File: src/hw/tmr8_regs.svh
// register offsets, field positions and reset values of the 8-bit compare timer
// Notes on behaviour
// - reset clears both internal compare state bits to zero.
// - nonzero action field routes state bit to pin; direction bit still gates driving.
// - pin override ignores waveform mode, depends only on action field.
// - action zero leaves the state bit untouched at any match.
// - new action acts at next match; force strobe acts at once in non-PWM modes.
// - mode field alone picks count sequence; action only picks output behaviour.
// - mode 0 counts up forever, wrapping 0xff to 0x00.
// - normal mode sets overflow flag as count becomes zero; only software clears it.
// - mode 2 clears count when it equals compare value A.
// - clear-on-match mode sets compare flag A at each top.
// - clear-on-match compare A is unbuffered; low write means run to 0xff first.
// - clear-on-match action 1 toggles channel A at each match.
// - toggle frequency is io clock over 2 times prescale times (1+A).
// - clear-on-match mode sets overflow flag on 0xff to 0x00.
// - modes 3 and 7 are fast PWM; top 0xff or compare value A.
// - fast PWM counts to top then clears next timer tick.
// - fast PWM action 2 clears on match sets at wrap; 3 inverse.
// - fast PWM action 1 toggles channel A only with top-select bit; never B.
// - fast PWM sets overflow flag each time count reaches top.
// - fixed-top fast PWM period is 256 timer ticks.
// - compare zero gives one-tick spike; compare max gives constant level.
// - compare values double buffered in PWM modes, direct otherwise.
// - compare flag set on tick after count equals compare; write one clears.
// - forced compare updates state bit only, no flag, no counter change.
// - count write blocks all compare matches in the next timer tick.
`ifndef TMR8_REGS_SVH
`define TMR8_REGS_SVH
`define TMR8_A_CTRL 12'h000
`define TMR8_A_CMPA 12'h004
`define TMR8_A_CMPB 12'h008
`define TMR8_A_COUNT 12'h00c
`define TMR8_A_FLAGS 12'h010
`define TMR8_A_FORCE 12'h014
`define TMR8_A_PORT 12'h018
`define TMR8_A_PINS 12'h01c
`define TMR8_F_MODE 2:0
`define TMR8_F_ACTB 5:4
`define TMR8_F_ACTA 7:6
`define TMR8_F_PSEL 10:8
`define TMR8_B_TOPSEL 2
`define TMR8_B_OVF 0
`define TMR8_B_CFA 1
`define TMR8_B_CFB 2
`define TMR8_B_FORCEA 0
`define TMR8_B_FORCEB 1
`define TMR8_B_STATEA 0
`define TMR8_B_STATEB 1
`define TMR8_B_PINA 2
`define TMR8_B_PINB 3
`define TMR8_MAX 8'hff
`define TMR8_BOTTOM 8'h00
`define TMR8_ACT_OFF 2'h0
`define TMR8_ACT_TOG 2'h1
`define TMR8_ACT_CLR 2'h2
`define TMR8_ACT_SET 2'h3
`define TMR8_MODE_NORMAL 3'h0
`define TMR8_MODE_CLRMATCH 3'h2
`define TMR8_MODE_FPWM 3'h3
`define TMR8_MODE_FPWM_A 3'h7
`define TMR8_CTRL_RST 11'h000
`define TMR8_PRE_STOP 3'h0
`define TMR8_PRE_DIV1 3'h1
`define TMR8_PRE_DIV8 3'h2
`define TMR8_PRE_DIV64 3'h3
`define TMR8_PRE_DIV256 3'h4
`define TMR8_PRE_DIV1024 3'h5
`define TMR8_PRE_LAST8 10'h007
`define TMR8_PRE_LAST64 10'h03f
`define TMR8_PRE_LAST256 10'h0ff
`define TMR8_PRE_LAST1024 10'h3ff
`define TMR8_PRE_RST 10'h000
`endif

File: src/hw/tmr8_pkg.sv
// types shared by the 8-bit compare timer
package tmr8_pkg;
	typedef struct packed {
		logic [1:0] dir;
		logic [1:0] port;
	} tmr8_pin_s;
	typedef enum logic [1:0] {
		TMR8_SEQ_NORMAL = 2'h0,
		TMR8_SEQ_CLRMATCH = 2'h1,
		TMR8_SEQ_FPWM = 2'h3,
		TMR8_SEQ_OTHER = 2'h2
	} tmr8_seq_e;
endpackage

File: src/hw/tmr8_timer.sv
// 8-bit timer/counter with two compare channels, waveform modes and APB registers
//
// Design decisions made here: the register addresses and the APB register port.
`timescale 1ns/1ns
`default_nettype none
`include "tmr8_regs.svh"
module tmr8_timer
	import tmr8_pkg::*;
#(
	parameter int CLK_HZ = 25000000
)
(
	input wire logic pclk,
	input wire logic presetn,
	input wire logic psel,
	input wire logic penable,
	input wire logic pwrite,
	input wire logic [11:0] paddr,
	input wire logic [31:0] pwdata,
	output logic [31:0] prdata,
	output logic pready,
	output logic pslverr,
	output logic [1:0] pin_out,
	output logic [1:0] pin_oe
);
	logic [10:0] ctrl_reg;
	logic [7:0] cmpa_reg;
	logic [7:0] cmpb_reg;
	logic [7:0] bufa_reg;
	logic [7:0] bufb_reg;
	logic [7:0] count_reg;
	logic [7:0] count_next;
	logic [2:0] flag_reg;
	logic [1:0] state_reg;
	logic [1:0] state_next;
	tmr8_pin_s pin_reg;
	logic [9:0] pre_reg;
	logic block_reg;
	logic [31:0] prdata_reg;
	logic pready_reg;
	logic pslverr_reg;

	logic wr;
	logic rd;
	logic tick;
	logic [2:0] mode;
	tmr8_seq_e seq;
	logic [7:0] top;
	logic at_top;
	logic wrap;
	logic [1:0] match;
	logic [1:0] force_hit;
	logic [1:0] act [2];
	logic [7:0] cmp [2];

	function automatic tmr8_seq_e seq_of(input logic [2:0] m);
		unique case (m)
			`TMR8_MODE_NORMAL: seq_of = TMR8_SEQ_NORMAL;
			`TMR8_MODE_CLRMATCH: seq_of = TMR8_SEQ_CLRMATCH;
			`TMR8_MODE_FPWM, `TMR8_MODE_FPWM_A: seq_of = TMR8_SEQ_FPWM;
			default: seq_of = TMR8_SEQ_OTHER;
		endcase
	endfunction

	// prescaler select: 0 stop, 1..5 = 1, 8, 64, 256, 1024
	function automatic logic pre_tick(input logic [2:0] s, input logic [9:0] p);
		unique case (s)
			`TMR8_PRE_DIV1: pre_tick = 1'b1;
			`TMR8_PRE_DIV8: pre_tick = ((p & `TMR8_PRE_LAST8) == `TMR8_PRE_LAST8);
			`TMR8_PRE_DIV64: pre_tick = ((p & `TMR8_PRE_LAST64) == `TMR8_PRE_LAST64);
			`TMR8_PRE_DIV256: pre_tick = ((p & `TMR8_PRE_LAST256) == `TMR8_PRE_LAST256);
			`TMR8_PRE_DIV1024: pre_tick = (p == `TMR8_PRE_LAST1024);
			default: pre_tick = 1'b0;
		endcase
	endfunction

	assign wr = psel && penable && pwrite;
	assign rd = psel && !penable && !pwrite;
	assign mode = ctrl_reg[`TMR8_F_MODE];
	assign seq = seq_of(mode);
	assign tick = pre_tick(ctrl_reg[`TMR8_F_PSEL], pre_reg);
	assign act[0] = ctrl_reg[`TMR8_F_ACTA];
	assign act[1] = ctrl_reg[`TMR8_F_ACTB];
	assign cmp[0] = cmpa_reg;
	assign cmp[1] = cmpb_reg;
	// top is compare A in clear-on-match and mode 7, else 0xff
	assign top = (seq == TMR8_SEQ_CLRMATCH || mode == `TMR8_MODE_FPWM_A) ? cmpa_reg : `TMR8_MAX;
	assign at_top = (count_reg == top);
	assign wrap = tick && at_top && (seq == TMR8_SEQ_FPWM);
	assign force_hit[0] = wr && paddr == `TMR8_A_FORCE && pwdata[`TMR8_B_FORCEA] && seq != TMR8_SEQ_FPWM;
	assign force_hit[1] = wr && paddr == `TMR8_A_FORCE && pwdata[`TMR8_B_FORCEB] && seq != TMR8_SEQ_FPWM;

	// matches are evaluated on the timer tick and masked after a count write
	generate
		for (genvar i = 0; i < 2; i++)
		begin : g_match
			assign match[i] = tick && !block_reg && (count_reg == cmp[i]);
		end
	endgenerate

	always_ff @(posedge pclk or negedge presetn)
	begin
		if (!presetn)
			pre_reg <= `TMR8_PRE_RST;
		else if (ctrl_reg[`TMR8_F_PSEL] == `TMR8_PRE_STOP)
			pre_reg <= `TMR8_PRE_RST;
		else
			pre_reg <= pre_reg + 10'h001;
	end

	always_ff @(posedge pclk or negedge presetn)
	begin
		if (!presetn)
			ctrl_reg <= `TMR8_CTRL_RST;
		else if (wr && paddr == `TMR8_A_CTRL)
			ctrl_reg <= pwdata[10:0];
	end

	always_ff @(posedge pclk or negedge presetn)
	begin
		if (!presetn)
			pin_reg <= '0;
		else if (wr && paddr == `TMR8_A_PORT)
			pin_reg <= pwdata[3:0];
	end

	// writes land in the buffer in PWM, directly otherwise
	always_ff @(posedge pclk or negedge presetn)
	begin
		if (!presetn)
		begin
			bufa_reg <= 8'h00;
			bufb_reg <= 8'h00;
		end
		else
		begin
			if (wr && paddr == `TMR8_A_CMPA)
				bufa_reg <= pwdata[7:0];
			if (wr && paddr == `TMR8_A_CMPB)
				bufb_reg <= pwdata[7:0];
		end
	end

	always_ff @(posedge pclk or negedge presetn)
	begin
		if (!presetn)
		begin
			cmpa_reg <= 8'h00;
			cmpb_reg <= 8'h00;
		end
		else if (seq == TMR8_SEQ_FPWM)
		begin
			if (wrap)
			begin
				cmpa_reg <= bufa_reg;
				cmpb_reg <= bufb_reg;
			end
		end
		else
		begin
			if (wr && paddr == `TMR8_A_CMPA)
				cmpa_reg <= pwdata[7:0];
			if (wr && paddr == `TMR8_A_CMPB)
				cmpb_reg <= pwdata[7:0];
		end
	end

	// a clear-on-match top below the count is missed; count runs through 0xff
	always_comb
	begin
		count_next = count_reg;
		if (tick)
		begin
			if ((seq == TMR8_SEQ_CLRMATCH && match[0]) || wrap)
				count_next = `TMR8_BOTTOM;
			else
				count_next = count_reg + 8'h01;
		end
	end

	// software write to the count wins over counting and arms the match blocker
	always_ff @(posedge pclk or negedge presetn)
	begin
		if (!presetn)
			count_reg <= `TMR8_BOTTOM;
		else if (wr && paddr == `TMR8_A_COUNT)
			count_reg <= pwdata[7:0];
		else
			count_reg <= count_next;
	end

	// blocker spans up to and including the next timer tick, even if stopped
	always_ff @(posedge pclk or negedge presetn)
	begin
		if (!presetn)
			block_reg <= 1'b0;
		else if (wr && paddr == `TMR8_A_COUNT)
			block_reg <= 1'b1;
		else if (tick)
			block_reg <= 1'b0;
	end

	// flags: hardware set wins over a write-one clear in the same cycle
	always_ff @(posedge pclk or negedge presetn)
	begin
		if (!presetn)
			flag_reg <= 3'h0;
		else
		begin
			for (int i = 0; i < 3; i++)
			begin
				if (wr && paddr == `TMR8_A_FLAGS && pwdata[i])
					flag_reg[i] <= 1'b0;
			end
			if (tick && seq == TMR8_SEQ_FPWM && count_next == top)
				flag_reg[`TMR8_B_OVF] <= 1'b1;
			if (tick && seq != TMR8_SEQ_FPWM && count_reg == `TMR8_MAX && count_next == `TMR8_BOTTOM)
				flag_reg[`TMR8_B_OVF] <= 1'b1;
			if (match[0])
				flag_reg[`TMR8_B_CFA] <= 1'b1;
			if (match[1])
				flag_reg[`TMR8_B_CFB] <= 1'b1;
		end
	end

	// waveform generator per channel; action 0 leaves the bit alone
	always_comb
	begin
		state_next = state_reg;
		for (int i = 0; i < 2; i++)
		begin
			if (seq == TMR8_SEQ_FPWM)
			begin
				// compare equal to top with clear/set action: match ignored, only wrap acts
				if (match[i] && !(act[i][1] && cmp[i] == top))
				begin
					if (act[i] == `TMR8_ACT_CLR)
						state_next[i] = 1'b0;
					else if (act[i] == `TMR8_ACT_SET)
						state_next[i] = 1'b1;
					else if (act[i] == `TMR8_ACT_TOG && i == 0 && mode[`TMR8_B_TOPSEL])
						state_next[i] = !state_reg[i];
				end
				if (wrap && act[i][1])
					state_next[i] = (act[i] == `TMR8_ACT_CLR);
			end
			else if (match[i] || force_hit[i])
			begin
				unique case (act[i])
					`TMR8_ACT_TOG: state_next[i] = !state_reg[i];
					`TMR8_ACT_CLR: state_next[i] = 1'b0;
					`TMR8_ACT_SET: state_next[i] = 1'b1;
					`TMR8_ACT_OFF: state_next[i] = state_reg[i];
				endcase
			end
		end
	end

	always_ff @(posedge pclk or negedge presetn)
	begin
		if (!presetn)
			state_reg <= 2'h0;
		else
			state_reg <= state_next;
	end

	// pin override independent of mode; direction always from the dir bit
	always_ff @(posedge pclk or negedge presetn)
	begin
		if (!presetn)
		begin
			pin_out <= 2'h0;
			pin_oe <= 2'h0;
		end
		else
		begin
			for (int i = 0; i < 2; i++)
			begin
				pin_out[i] <= (act[i] != `TMR8_ACT_OFF) ? state_next[i] : pin_reg.port[i];
				pin_oe[i] <= pin_reg.dir[i];
			end
		end
	end

	// APB: zero wait, read data captured in setup, unmapped reads zero with error
	always_ff @(posedge pclk or negedge presetn)
	begin
		if (!presetn)
		begin
			prdata_reg <= 32'h0;
			pslverr_reg <= 1'b0;
			pready_reg <= 1'b0;
		end
		else
		begin
			pready_reg <= psel && !penable;
			pslverr_reg <= psel && !penable && (paddr > `TMR8_A_PINS || paddr[1:0] != 2'h0);
			if (rd)
			begin
				unique case (paddr)
					`TMR8_A_CTRL: prdata_reg <= {21'h0, ctrl_reg};
					`TMR8_A_CMPA: prdata_reg <= {24'h0, bufa_reg};
					`TMR8_A_CMPB: prdata_reg <= {24'h0, bufb_reg};
					`TMR8_A_COUNT: prdata_reg <= {24'h0, count_reg};
					`TMR8_A_FLAGS: prdata_reg <= {29'h0, flag_reg};
					`TMR8_A_PORT: prdata_reg <= {28'h0, pin_reg};
					`TMR8_A_PINS: prdata_reg <= {28'h0, pin_out, state_reg};
					default: prdata_reg <= 32'h0;
				endcase
			end
		end
	end

	assign prdata = prdata_reg;
	assign pready = pready_reg;
	assign pslverr = pslverr_reg;

	property p_reset_state;
		@(posedge pclk) $rose(presetn) |-> state_reg == 2'h0;
	endproperty
	a_reset_state: assert property (p_reset_state) else $error("state bits not cleared by reset");

	property p_override;
		@(posedge pclk) disable iff (!presetn)
		(act[0] != `TMR8_ACT_OFF) |=> pin_out[0] == state_reg[0];
	endproperty
	a_override: assert property (p_override) else $error("pin A not following state bit");

	property p_off_hold;
		@(posedge pclk) disable iff (!presetn)
		(act[1] == `TMR8_ACT_OFF && seq != TMR8_SEQ_FPWM) |=> $stable(state_reg[1]);
	endproperty
	a_off_hold: assert property (p_off_hold) else $error("state B changed with action off");

	property p_normal_wrap;
		@(posedge pclk) disable iff (!presetn)
		(tick && seq == TMR8_SEQ_NORMAL && count_reg == `TMR8_MAX && !wr)
		|=> count_reg == `TMR8_BOTTOM && flag_reg[`TMR8_B_OVF];
	endproperty
	a_normal_wrap: assert property (p_normal_wrap) else $error("normal wrap or overflow flag wrong");

	property p_ctc_clear;
		@(posedge pclk) disable iff (!presetn)
		(seq == TMR8_SEQ_CLRMATCH && match[0] && !wr) |=> count_reg == `TMR8_BOTTOM && flag_reg[`TMR8_B_CFA];
	endproperty
	a_ctc_clear: assert property (p_ctc_clear) else $error("clear-on-match did not clear");

	property p_ctc_toggle;
		@(posedge pclk) disable iff (!presetn)
		(seq == TMR8_SEQ_CLRMATCH && match[0] && act[0] == `TMR8_ACT_TOG) |=> state_reg[0] != $past(state_reg[0]);
	endproperty
	a_ctc_toggle: assert property (p_ctc_toggle) else $error("channel A did not toggle");

	property p_pwm_wrap_set;
		@(posedge pclk) disable iff (!presetn)
		// a count write in the wrap cycle wins over the clear
		(wrap && act[0] == `TMR8_ACT_CLR && !(wr && paddr == `TMR8_A_COUNT))
		|=> state_reg[0] && count_reg == `TMR8_BOTTOM;
	endproperty
	a_pwm_wrap_set: assert property (p_pwm_wrap_set) else $error("fast pwm wrap did not set A");

	property p_cmp_flag;
		@(posedge pclk) disable iff (!presetn)
		match[1] |=> flag_reg[`TMR8_B_CFB];
	endproperty
	a_cmp_flag: assert property (p_cmp_flag) else $error("compare flag B not set on match");

	property p_block;
		@(posedge pclk) disable iff (!presetn)
		(wr && paddr == `TMR8_A_COUNT) |=> !match[0] && !match[1];
	endproperty
	a_block: assert property (p_block) else $error("match not blocked after count write");

	property p_force_noflag;
		@(posedge pclk) disable iff (!presetn)
		(force_hit[0] && !match[0] && !flag_reg[`TMR8_B_CFA]) |=> !flag_reg[`TMR8_B_CFA];
	endproperty
	a_force_noflag: assert property (p_force_noflag) else $error("force set compare flag");
endmodule
`default_nettype wire

File: config.mk
export PLATFORM = sky130hd
export DESIGN_NAME = tmr8_timer
export DESIGN_NICKNAME = d
export VERILOG_FILES = /design/src/hw/tmr8_pkg.sv /design/src/hw/tmr8_timer.sv
export VERILOG_INCLUDE_DIRS = /design/src /design/src/hw
export SDC_FILE = /design/constraint.sdc
export NUM_CORES = 1
export LEC_CHECK = 0
export ABC_AREA = 1
export BUFFER_PORTS_ARGS = -buffer_cell sky130_fd_sc_hd__buf_2
export CAP_MARGIN = 20
export CORE_AREA = 5 5 99 101
export DETAILED_ROUTE_END_ITERATION = 7
export DIE_AREA = 0 0 104 106
export GPL_TIMING_DRIVEN = 0
export HOLD_SLACK_MARGIN = 0.05
export MAX_ROUTING_LAYER = met4
export PLACE_DENSITY = 0.95
export SLEW_MARGIN = 5
export SYNTH_ARGS = -nofsm -noshare
export SYNTH_HDL_FRONTEND = slang
export SYNTH_SLANG_ARGS = --single-unit
File: constraint.sdc
create_clock -name pclk -period 5 [get_ports pclk]
set_clock_uncertainty 0.05 [all_clocks]
set_input_delay 0.25 -clock pclk [delete_from_list [all_inputs] [get_ports pclk]]
set_output_delay 0.25 -clock pclk [all_outputs]
set_load 0.03 [all_outputs]
==> results_dict.tcl, run 1 <==
set metrics [dict create \
    clkTransAtPathRegs_ns 0.10 \
    grt_usage_pct 27.9 \
    hold_buffers 2 \
    status "finished, final reports clean" \
    die_x_um 104 \
    setup-tns-final_ns 0 \
    start_util_pct 59.9 \
    power_density_nw_per_um2 212 \
    cts_tree "yes" \
    slew-limit-headroom_pct 58.7 \
    pin_count 87 \
    ys_async_sr_fraction_pct 100 \
    grt_pass1_vias 5068 \
    synth-main-ff-cell "dfrtp_1" \
    totalPowerFinal_mw 1.27 \
    yosys_warnings 0 \
    dieArea_um2 11000 \
    cp_max_fo 10 \
    routed_via_density 5.52 \
    crit_top_cell "nand2_1" \
    ant_nets 0 \
    drive_above_1_share_pct 12.4 \
    setup_viol 0 \
    hold_path.class "in -> reg" \
    die_y_um 106 \
    routed_wl_um 14700 \
    cap_viol_max_count 0 \
    criticalPathCategory "reg -> reg" \
    areaGrowthSynthToFinish_pct 12.5 \
    syn_avg_cell_area_um2 7.12 \
    diodes 0 \
    setup.worst_path.end_class "flop" \
    antenna_found_initial 0 \
    ir_worst_vdd_v 0.000136 \
    via_count 5232 \
    cts_buffers 9 \
    ys_seq_elements 88 \
    holdWs_ns 0.0816 \
    drt_iter0_drc 563 \
    gp_congestion 1.03 \
    max_freq_mhz 366 \
    fin_util_pct 67.5 \
    cts_resized 0 \
    ys_seq_area_share_pct 41.1 \
    routedWlPerCell_um 15.6 \
    drc 0 \
    worst-path-buf-inv 3 \
    clock-sinks 88 \
    rsz0062_at_grt "false" \
    p_leak_nw 3.03 \
    cpLargestDelayFamily "simple AND/OR/NAND/NOR gates" \
    hold_viol_final 0 \
    row_count 35 \
    cp-start-kind "flop" \
    period_minus_slack_ns 2.74 \
    cpPeakStageDelay_ns 0.42 \
    cts_root_buf "clkbuf_8" \
    fin_area_um2 6030 \
    post_cts_buffers 0 \
    clk_path_buf_depth 2 \
    synth_cells 752 \
    dr.pass1.iters 5 \
    synth_edf_count 0 \
    cp.required_ns 5.23 \
    num-nets-final 883 \
    netlist-cell-type-count 39 \
    grt_max_degree 52 \
    crit_chain "ha_1 -> ha_1 -> nand2_1 -> nand2_1 -> nand2_1 -> nand2_1 -> nor2_1 -> buf_4 -> nor2_2 -> nand3_4 -> nand2_2 -> nor2_1 -> inv_1 -> nand2_1 -> nand2_1 -> inv_1 -> nand3_1 -> o21ai_1" \
    grt_overflow 0 \
    h-tree-depth 3 \
    worst_pin_slew_ns 0.615 \
    critPathSlowestCell "dfrtp_1" \
    io_buffers 44 \
    drv_slew 0 \
    hpwlAfterDp_um 11300 \
    placed_area_um2 5820 \
    clkLatencyLatePin_ns 0.37 \
    post-route-period-util_pct 54.7 \
    core_um2 8930 \
    arrival_ns 2.97 \
    grt_pass1_wl_um 24300 \
    syn_area_um2 5360 \
]
## area by class of cell
class | count | area (um^2)
fill | 755 | 2910
clock inverter | 6 | 53.8
buffer | 40 | 251
tap | 111 | 139
timing repair buffer | 48 | 275
multi-input combinational | 522 | 2520
clock buffer | 10 | 128
inverter | 122 | 458
sequential | 88 | 2200
## routing by layer
metal / vias to the layer above / share of wire (%) / GRT usage, %
met5: - / 0 / -
met4: 0 / 3.0 / 9.53
met3: 43 / 7.7 / 5.16
met2: 255 / 49 / 46.5
met1: 2407 / 40 / 34.3
li1: 2527 / - / -
## power breakdown
part / internal [mW] / switching (mW)
Sequential: 0.712 / 0.000760
Clock: 0.189 / 0.279
Combinational: 0.0280 / 0.0656
## cell usage in the layout, fill, tap and decap left out, types with 5 or more instances in the layout
master | synthesis | routed
clkbuf_8 | 0 | 9
dfrtp_1 | 88 | 88
nand4_1 | 18 | 18
inv_1 | 120 | 120
nand3_1 | 36 | 36
conb_1 | 1 | 21
o211ai_1 | 9 | 9
nor2_2 | 6 | 6
nand2_1 | 185 | 185
o22ai_1 | 14 | 14
xnor2_1 | 8 | 8
a21oi_1 | 18 | 18
buf_2 | 3 | 47
nor2_1 | 74 | 74
xor2_1 | 11 | 11
nor4_1 | 5 | 5
buf_4 | 22 | 23
nor3_1 | 8 | 8
o21ai_0 | 75 | 75
clkbuf_1 | 13 | 14
## path summary, 6_finish.rpt
kind	startpoint	end	slack, ns	depth (start not counted)
setup / recovery	pre_reg[0]$_DFF_PN0_	flag_reg[0]$_DFFE_PN0P_	2.26	18
hold / removal	pwdata[10]	ctrl_reg[10]$_DFFE_PN0P_	0.08	3
setup reg to reg	pre_reg[0]$_DFF_PN0_	flag_reg[0]$_DFFE_PN0P_	2.26	18
hold reg to reg	pin_reg[3]$_DFFE_PN0P_	pin_oe[1]$_DFF_PN0_	0.37	0
max in group asynchronous	presetn	ctrl_reg[3]$_DFFE_PN0P_	3.95	3
min in group asynchronous	presetn	count_reg[2]$_DFF_PN0_	0.34	2
## logic make-up after synthesis
logic type / Yosys count / share of synthesized area, %
flops: 88 / 41.1
xor+xnor: 19 / 3.11
compound gates: 132 / 13.9
buf+inv: 162 / 13.2
simple gates: 347 / 27.9
fa+ha+maj: 3 / 0.701
other cells: 1 / 0.0700
## cell usage after synthesis, drive strengths merged, types with 3 or more instances
library cell / instances / share of area, %
and2: 3 / 0.35
nand3: 37 / 3.7
nor3: 10 / 1.1
inv: 122 / 8.6
clkbuf: 13 / 0.91
nand4: 18 / 2.1
o21ai: 79 / 7.6
nand2: 188 / 13
nor4: 5 / 0.58
xnor2: 8 / 1.3
xor2: 11 / 1.8
ha: 3 / 0.70
o22ai: 14 / 1.6
dfrtp: 88 / 41
o31ai: 3 / 0.42
nand3b: 3 / 0.42
buf: 27 / 3.8
o211ai: 9 / 1.3
nor2: 80 / 5.9
a21oi: 18 / 1.7
## worst register-to-register path, stage by stage, from the launching register on
cell     delay, ns
dfrtp_1       0.42
ha_1          0.24
ha_1          0.19
nand2_1       0.06
nand2_1       0.05
nand2_1       0.08
nand2_1       0.06
nor2_1        0.16
buf_4         0.21
nor2_2        0.09
nand3_4       0.20
nand2_2       0.13
nor2_1        0.22
inv_1         0.09
nand2_1       0.06
nand2_1       0.05
inv_1         0.05
nand3_1       0.07
o21ai_1       0.17
## through the flow
step / instances / setup WS [ns]
2_1_floorplan: 772 / 2.81
6_report: 947 / 2.26
4_1_cts: 946 / 2.30
3_3_place_gp: 927 / 2.32
5_1_grt: 947 / 2.07
3_5_place_dp: 928 / 2.34
No activity file was read; power rests on OpenSTA's default activity.
==> run 2: changes to the inputs <==
- CORE_AREA: 5 5 99 101 -> 5 5 103 105
- DIE_AREA: 0 0 104 106 -> 0 0 108 110
- PLACE_DENSITY: 0.95 -> 0.89
- clock period: 5 -> 2.8 ns (I/O delays scaled with it)
==> results_dict.tcl, run 2 (synthesis gave the netlist of run 1 again) <==
set metrics [dict create \
    ant_nets 0 \
    fin_util_pct 64.4 \
    dr.pass1.iters 5 \
    pin_count 87 \
    cts_root_buf "clkbuf_8" \
    worst-path-buf-inv 1 \
    row_count 36 \
    criticalPathCategory "reg -> reg" \
    gp_congestion 0.989 \
    dieArea_um2 11900 \
    via_count 5221 \
    core_um2 9550 \
    start_util_pct 56.1 \
    drt_iter0_drc 449 \
    wl_met2_um 7260 \
    cpLargestDelayFamily "simple AND/OR/NAND/NOR gates" \
    r2r-start "pre_reg[0]$_DFF_PN0_" \
    drv_slew 0 \
    routedWlPerCell_um 15.2 \
    cp-start-kind "flop" \
    clkTransAtPathRegs_ns 0.09 \
    grt_pass1_wl_um 24400 \
    power_density_nw_per_um2 379 \
    period_minus_slack_ns 2.62 \
    io_buffers 44 \
    critPathSlowestCell "nor3_1" \
    wl_met3_um 1130 \
    cpPeakStageDelay_ns 0.51 \
    totalPowerFinal_mw 2.33 \
    h-tree-depth 3 \
    cap_viol_max_count 0 \
    num-nets-final 891 \
    setup.worst_path.end_class "flop" \
    status "finished, final reports clean" \
    final_cell_count_no_fill 977 \
    fillCellCount 859 \
    areaGrowthSynthToFinish_pct 14.9 \
    slew-limit-headroom_pct 55.3 \
    antenna_found_initial 0 \
    cts_tree "yes" \
    drive_above_1_share_pct 12.8 \
    dp_worst_setup_slack_ns 0.159 \
    hpwlAfterDp_um 11400 \
    clkLatencyLatePin_ns 0.37 \
    wirelength_met1_um 6120 \
    clk_path_buf_depth 2 \
    layout_common_cells "nand2_1 (185), inv_1 (120), dfrtp_1 (88)" \
    grt_max_degree 59 \
    grt_usage_pct 27.3 \
    ir_worst_vdd_v 0.000279 \
    routed_via_density 5.34 \
    setup_viol 0 \
    cp_max_fo 10 \
    die_y_um 110 \
    finalWorstSetupSlack_ns 0.181 \
    holdWs_ns 0.0508 \
    hold_path.class "in -> reg" \
    grt_overflow 0 \
    max_freq_mhz 382 \
    top_layer "met4" \
    p_leak_nw 3.07 \
    min_from "pwdata[2]" \
    layout_commonest_cell "nand2_1" \
    clock-sinks 88 \
    post-route-period-util_pct 93.5 \
    diodes 0 \
    dpl.cell_count 950 \
    worst_pin_slew_ns 0.667 \
    grt_pass1_vias 4931 \
    hold_viol_final 0 \
    arrival_ns 2.83 \
    die_x_um 108 \
    routed_wl_um 14900 \
    cts_buffers 9 \
    startpoint "pre_reg[0]$_DFF_PN0_" \
    drc 0 \
    crit_chain "ha_1 -> nand2_1 -> nor2_1 -> nand2_1 -> nor2_1 -> nor2_1 -> buf_4 -> nor3_1 -> nor2_1 -> o21ai_0 -> o211ai_1 -> and2_1" \
    crit_top_cell "nor2_1" \
    cp.required_ns 3.01 \
]
run 2: cell count changes in the layout (fill, tap and decap cells not counted), moves of 3 or more:
cell / previous run / this run
clkbuf_8: 9 / 12
clkinv_4: 3 / 0
dlygate4sd3_1: 2 / 7
buf_4: 23 / 26
run 2: per-stage QoR:
stage | TNS [ns] | instance area [um^2]
after global routing | -0.00304 | 6150
after floorplan | 0 | 5430
after detailed placement | 0 | 5850
final | 0 | 6150
after global placement | 0 | 5820
after CTS | 0 | 6110
run 2: path summary, 6_finish.rpt:
kind	to	slack [ns]	depth (start not counted)
max	state_reg[1]$_DFF_PN0_	0.18	12
min	count_reg[2]$_DFF_PN0_	0.05	3
max reg2reg	state_reg[1]$_DFF_PN0_	0.18	12
min reg2reg	pin_oe[1]$_DFF_PN0_	0.36	0
max in group asynchronous	count_reg[2]$_DFF_PN0_	1.87	3
min in group asynchronous	pin_oe[0]$_DFF_PN0_	0.20	2
run 2: cell type report:
cell class	count	area, um^2	area share [%]
buffer	40	254	4.13
clock buffer	13	169	2.75
clock inverter	3	23.8	0.386
inverter	122	458	7.44
multi-input combinational	522	2530	41.1
sequential	88	2200	35.8
tap	133	166	2.70
timing repair buffer	56	348	5.65
run 2: what timing repair did:
item,4_1_cts,5_1_grt
resized for setup,0,4
setup endpoints to repair,0,9
hold buffers,7,0
endpoints found under the hold margin,41,0
setup buffers,0,3
run 2: worst min-delay path, stage by stage:
cell and delay [ns]:
buf_2 0.13, nor2_1 0.11, a21oi_1 0.05
run 2: report_power, final:
part / internal, mW / switching (mW) / total [mW]
clock network: 0.400 / 0.488 / 0.888
logic: 0.0545 / 0.117 / 0.172
registers: 1.27 / 0.00135 / 1.27
total: 1.73 / 0.607 / 2.33
run 2: per-layer routing:
layer,GRT usage (%),vias up
li1,-,2552
met1,34.3,2409
met2,45.1,223
met3,5.77,37
met4,7.66,0
met5,-,-
==> run 3: changes to the inputs <==
- BUFFER_PORTS_ARGS: -buffer_cell sky130_fd_sc_hd__buf_2 -> not set
- CORE_AREA: 5 5 103 105 -> 5 5 98 100
- DIE_AREA: 0 0 108 110 -> 0 0 103 105
- DONT_BUFFER_PORTS: not set -> 1
- PLACE_DENSITY: 0.89 -> 0.87
==> results_dict.tcl, run 3 (synthesis gave the netlist of run 1 again) <==
set metrics [dict create \
    drive_above_1_share_pct 8.17 \
    status "finished, final reports clean" \
    placed_area_um2 5570 \
    p_leak_nw 2.91 \
    num-nets-final 855 \
    cts_root_buf "clkbuf_8" \
    start_util_pct 62.3 \
    h-tree-depth 3 \
    post-route-period-util_pct 93.7 \
    grt_max_degree 89 \
    die_x_um 103 \
    power_density_nw_per_um2 395 \
    setup.worst_path.end_class "flop" \
    routed_wl_um 16100 \
    clkTransAtPathRegs_ns 0.10 \
    dieArea_um2 10800 \
    hpwlAfterDp_um 12100 \
    arrival_ns 2.86 \
    die_y_um 105 \
    areaGrowthSynthToFinish_pct 12.2 \
    cp.required_ns 3.04 \
    criticalPathCategory "reg -> reg" \
    grt_overflow 0 \
    slew-limit-headroom_pct 33.7 \
    cts_buffers 9 \
    grt_usage_pct 32.0 \
    drv_slew 0 \
    fin_area_um2 6010 \
    core_um2 8590 \
    cp_max_fo 10 \
    clkLatencyLatePin_ns 0.37 \
    ant_nets 0 \
    clk_path_buf_depth 2 \
    pin_count 87 \
    setup_viol 0 \
    max_freq_mhz 381 \
    hold_viol_final 0 \
    antenna_found_initial 1 \
    io_buffers 0 \
    fillCellCount 730 \
    routedWlPerCell_um 17.6 \
    grt_pass1_wl_um 25900 \
    ff_latch_area_um2 2200 \
    drt_iter0_drc 563 \
    layout_common_cells "nand2_1 (185), inv_1 (119), dfrtp_1 (88)" \
    fin_util_pct 69.9 \
    worst_pin_slew_ns 0.987 \
    gp_congestion 0.977 \
    holdWs_ns 0.0605 \
    drc 0 \
    cap_viol_max_count 0 \
    totalPowerFinal_mw 2.37 \
    routed_via_density 5.69 \
    clock-sinks 88 \
    row_count 34 \
    cp-start-kind "flop" \
    rsz0062_at_grt "true" \
    via_count 5221 \
    period_minus_slack_ns 2.62 \
    hold_path.class "in -> reg" \
    grt_pass1_vias 5078 \
    multi_input_area_um2 2540 \
    cts_tree "yes" \
    layout_commonest_cell "nand2_1" \
    ir_worst_vdd_v 0.000323 \
    dr.pass1.iters 6 \
]
-- run 3: layout make-up --
class,instances,share of cell area (%)
Multi-Input combinational cell,522,42.2
Tap cell,108,2.25
Clock inverter,6,1.29
Sequential cell,88,36.7
Buffer,40,4.23
Inverter,122,7.62
Clock buffer,10,2.12
Antenna cell,1,0.0417
Timing Repair Buffer,20,3.54
-- run 3: metal layers --
| layer | GRT usage [%] | vias up | share of wire (%) | routed length (um) |
|---|---|---|---|---|
| li1 | - | 2472 | - | - |
| met1 | 40.4 | 2413 | 40 | 6390 |
| met2 | 49.9 | 284 | 47 | 7620 |
| met3 | 7.53 | 52 | 9.8 | 1580 |
| met4 | 11.7 | 0 | 3.4 | 551 |
| met5 | - | - | 0 | 0 |
-- run 3: worst paths after layout --
path	slack, ns	start	depth (start not counted)	endpoint
max	0.18	pre_reg[0]$_DFF_PN0_	18	flag_reg[0]$_DFFE_PN0P_
min	0.06	pwdata[1]	2	ctrl_reg[1]$_DFFE_PN0P_
max reg2reg	0.18	pre_reg[0]$_DFF_PN0_	18	flag_reg[0]$_DFFE_PN0P_
min reg2reg	0.37	pin_reg[2]$_DFFE_PN0P_	0	pin_oe[0]$_DFF_PN0_
max in group asynchronous	2.05	presetn	2	flag_reg[1]$_DFFE_PN0P_
min in group asynchronous	0.31	presetn	2	prdata[8]$_DFFE_PN0P_
-- run 3: metrics by stage --
step	worst slack, ns	setup TNS (ns)	std cells
2_1_floorplan	0.608	0	772
3_3_place_gp	0.0887	0	880
3_5_place_dp	0.0745	0	880
4_1_cts	0.0380	0	914
5_1_grt	-0.0119	-0.0119	917
6_report	0.178	0	917
-- run 3: worst max-delay path, stage by stage (launching register included) --
cell and delay [ns]:
dfrtp_1 0.42, ha_1 0.24, ha_1 0.20, nand2_1 0.07, nand2_1 0.05, nand2_1 0.08
nand2_1 0.05, nor2_1 0.13, buf_4 0.22, nor2_4 0.07, nand3_4 0.17, nand2_2 0.13
nor2_2 0.15, inv_1 0.07, nand2_1 0.06, nand2_1 0.05, inv_1 0.05, nand3_1 0.09
o21ai_2 0.18
-- run 3: what timing repair did --
item                                    in CTS  in global routing
endpoints found under the setup margin       0                 11
resized for setup                            0                  7
endpoints found under the hold margin      129                  0
buffers inserted                             0                  2
hold buffers                                18                  0
-- run 3: power by group --
part	internal, mW	switching, mW	total [mW]	leakage, nW
Combinational	0.0496	0.110	0.160	1.73
Sequential	1.27	0.00515	1.28	1.08
Clock	0.427	0.508	0.935	0.104
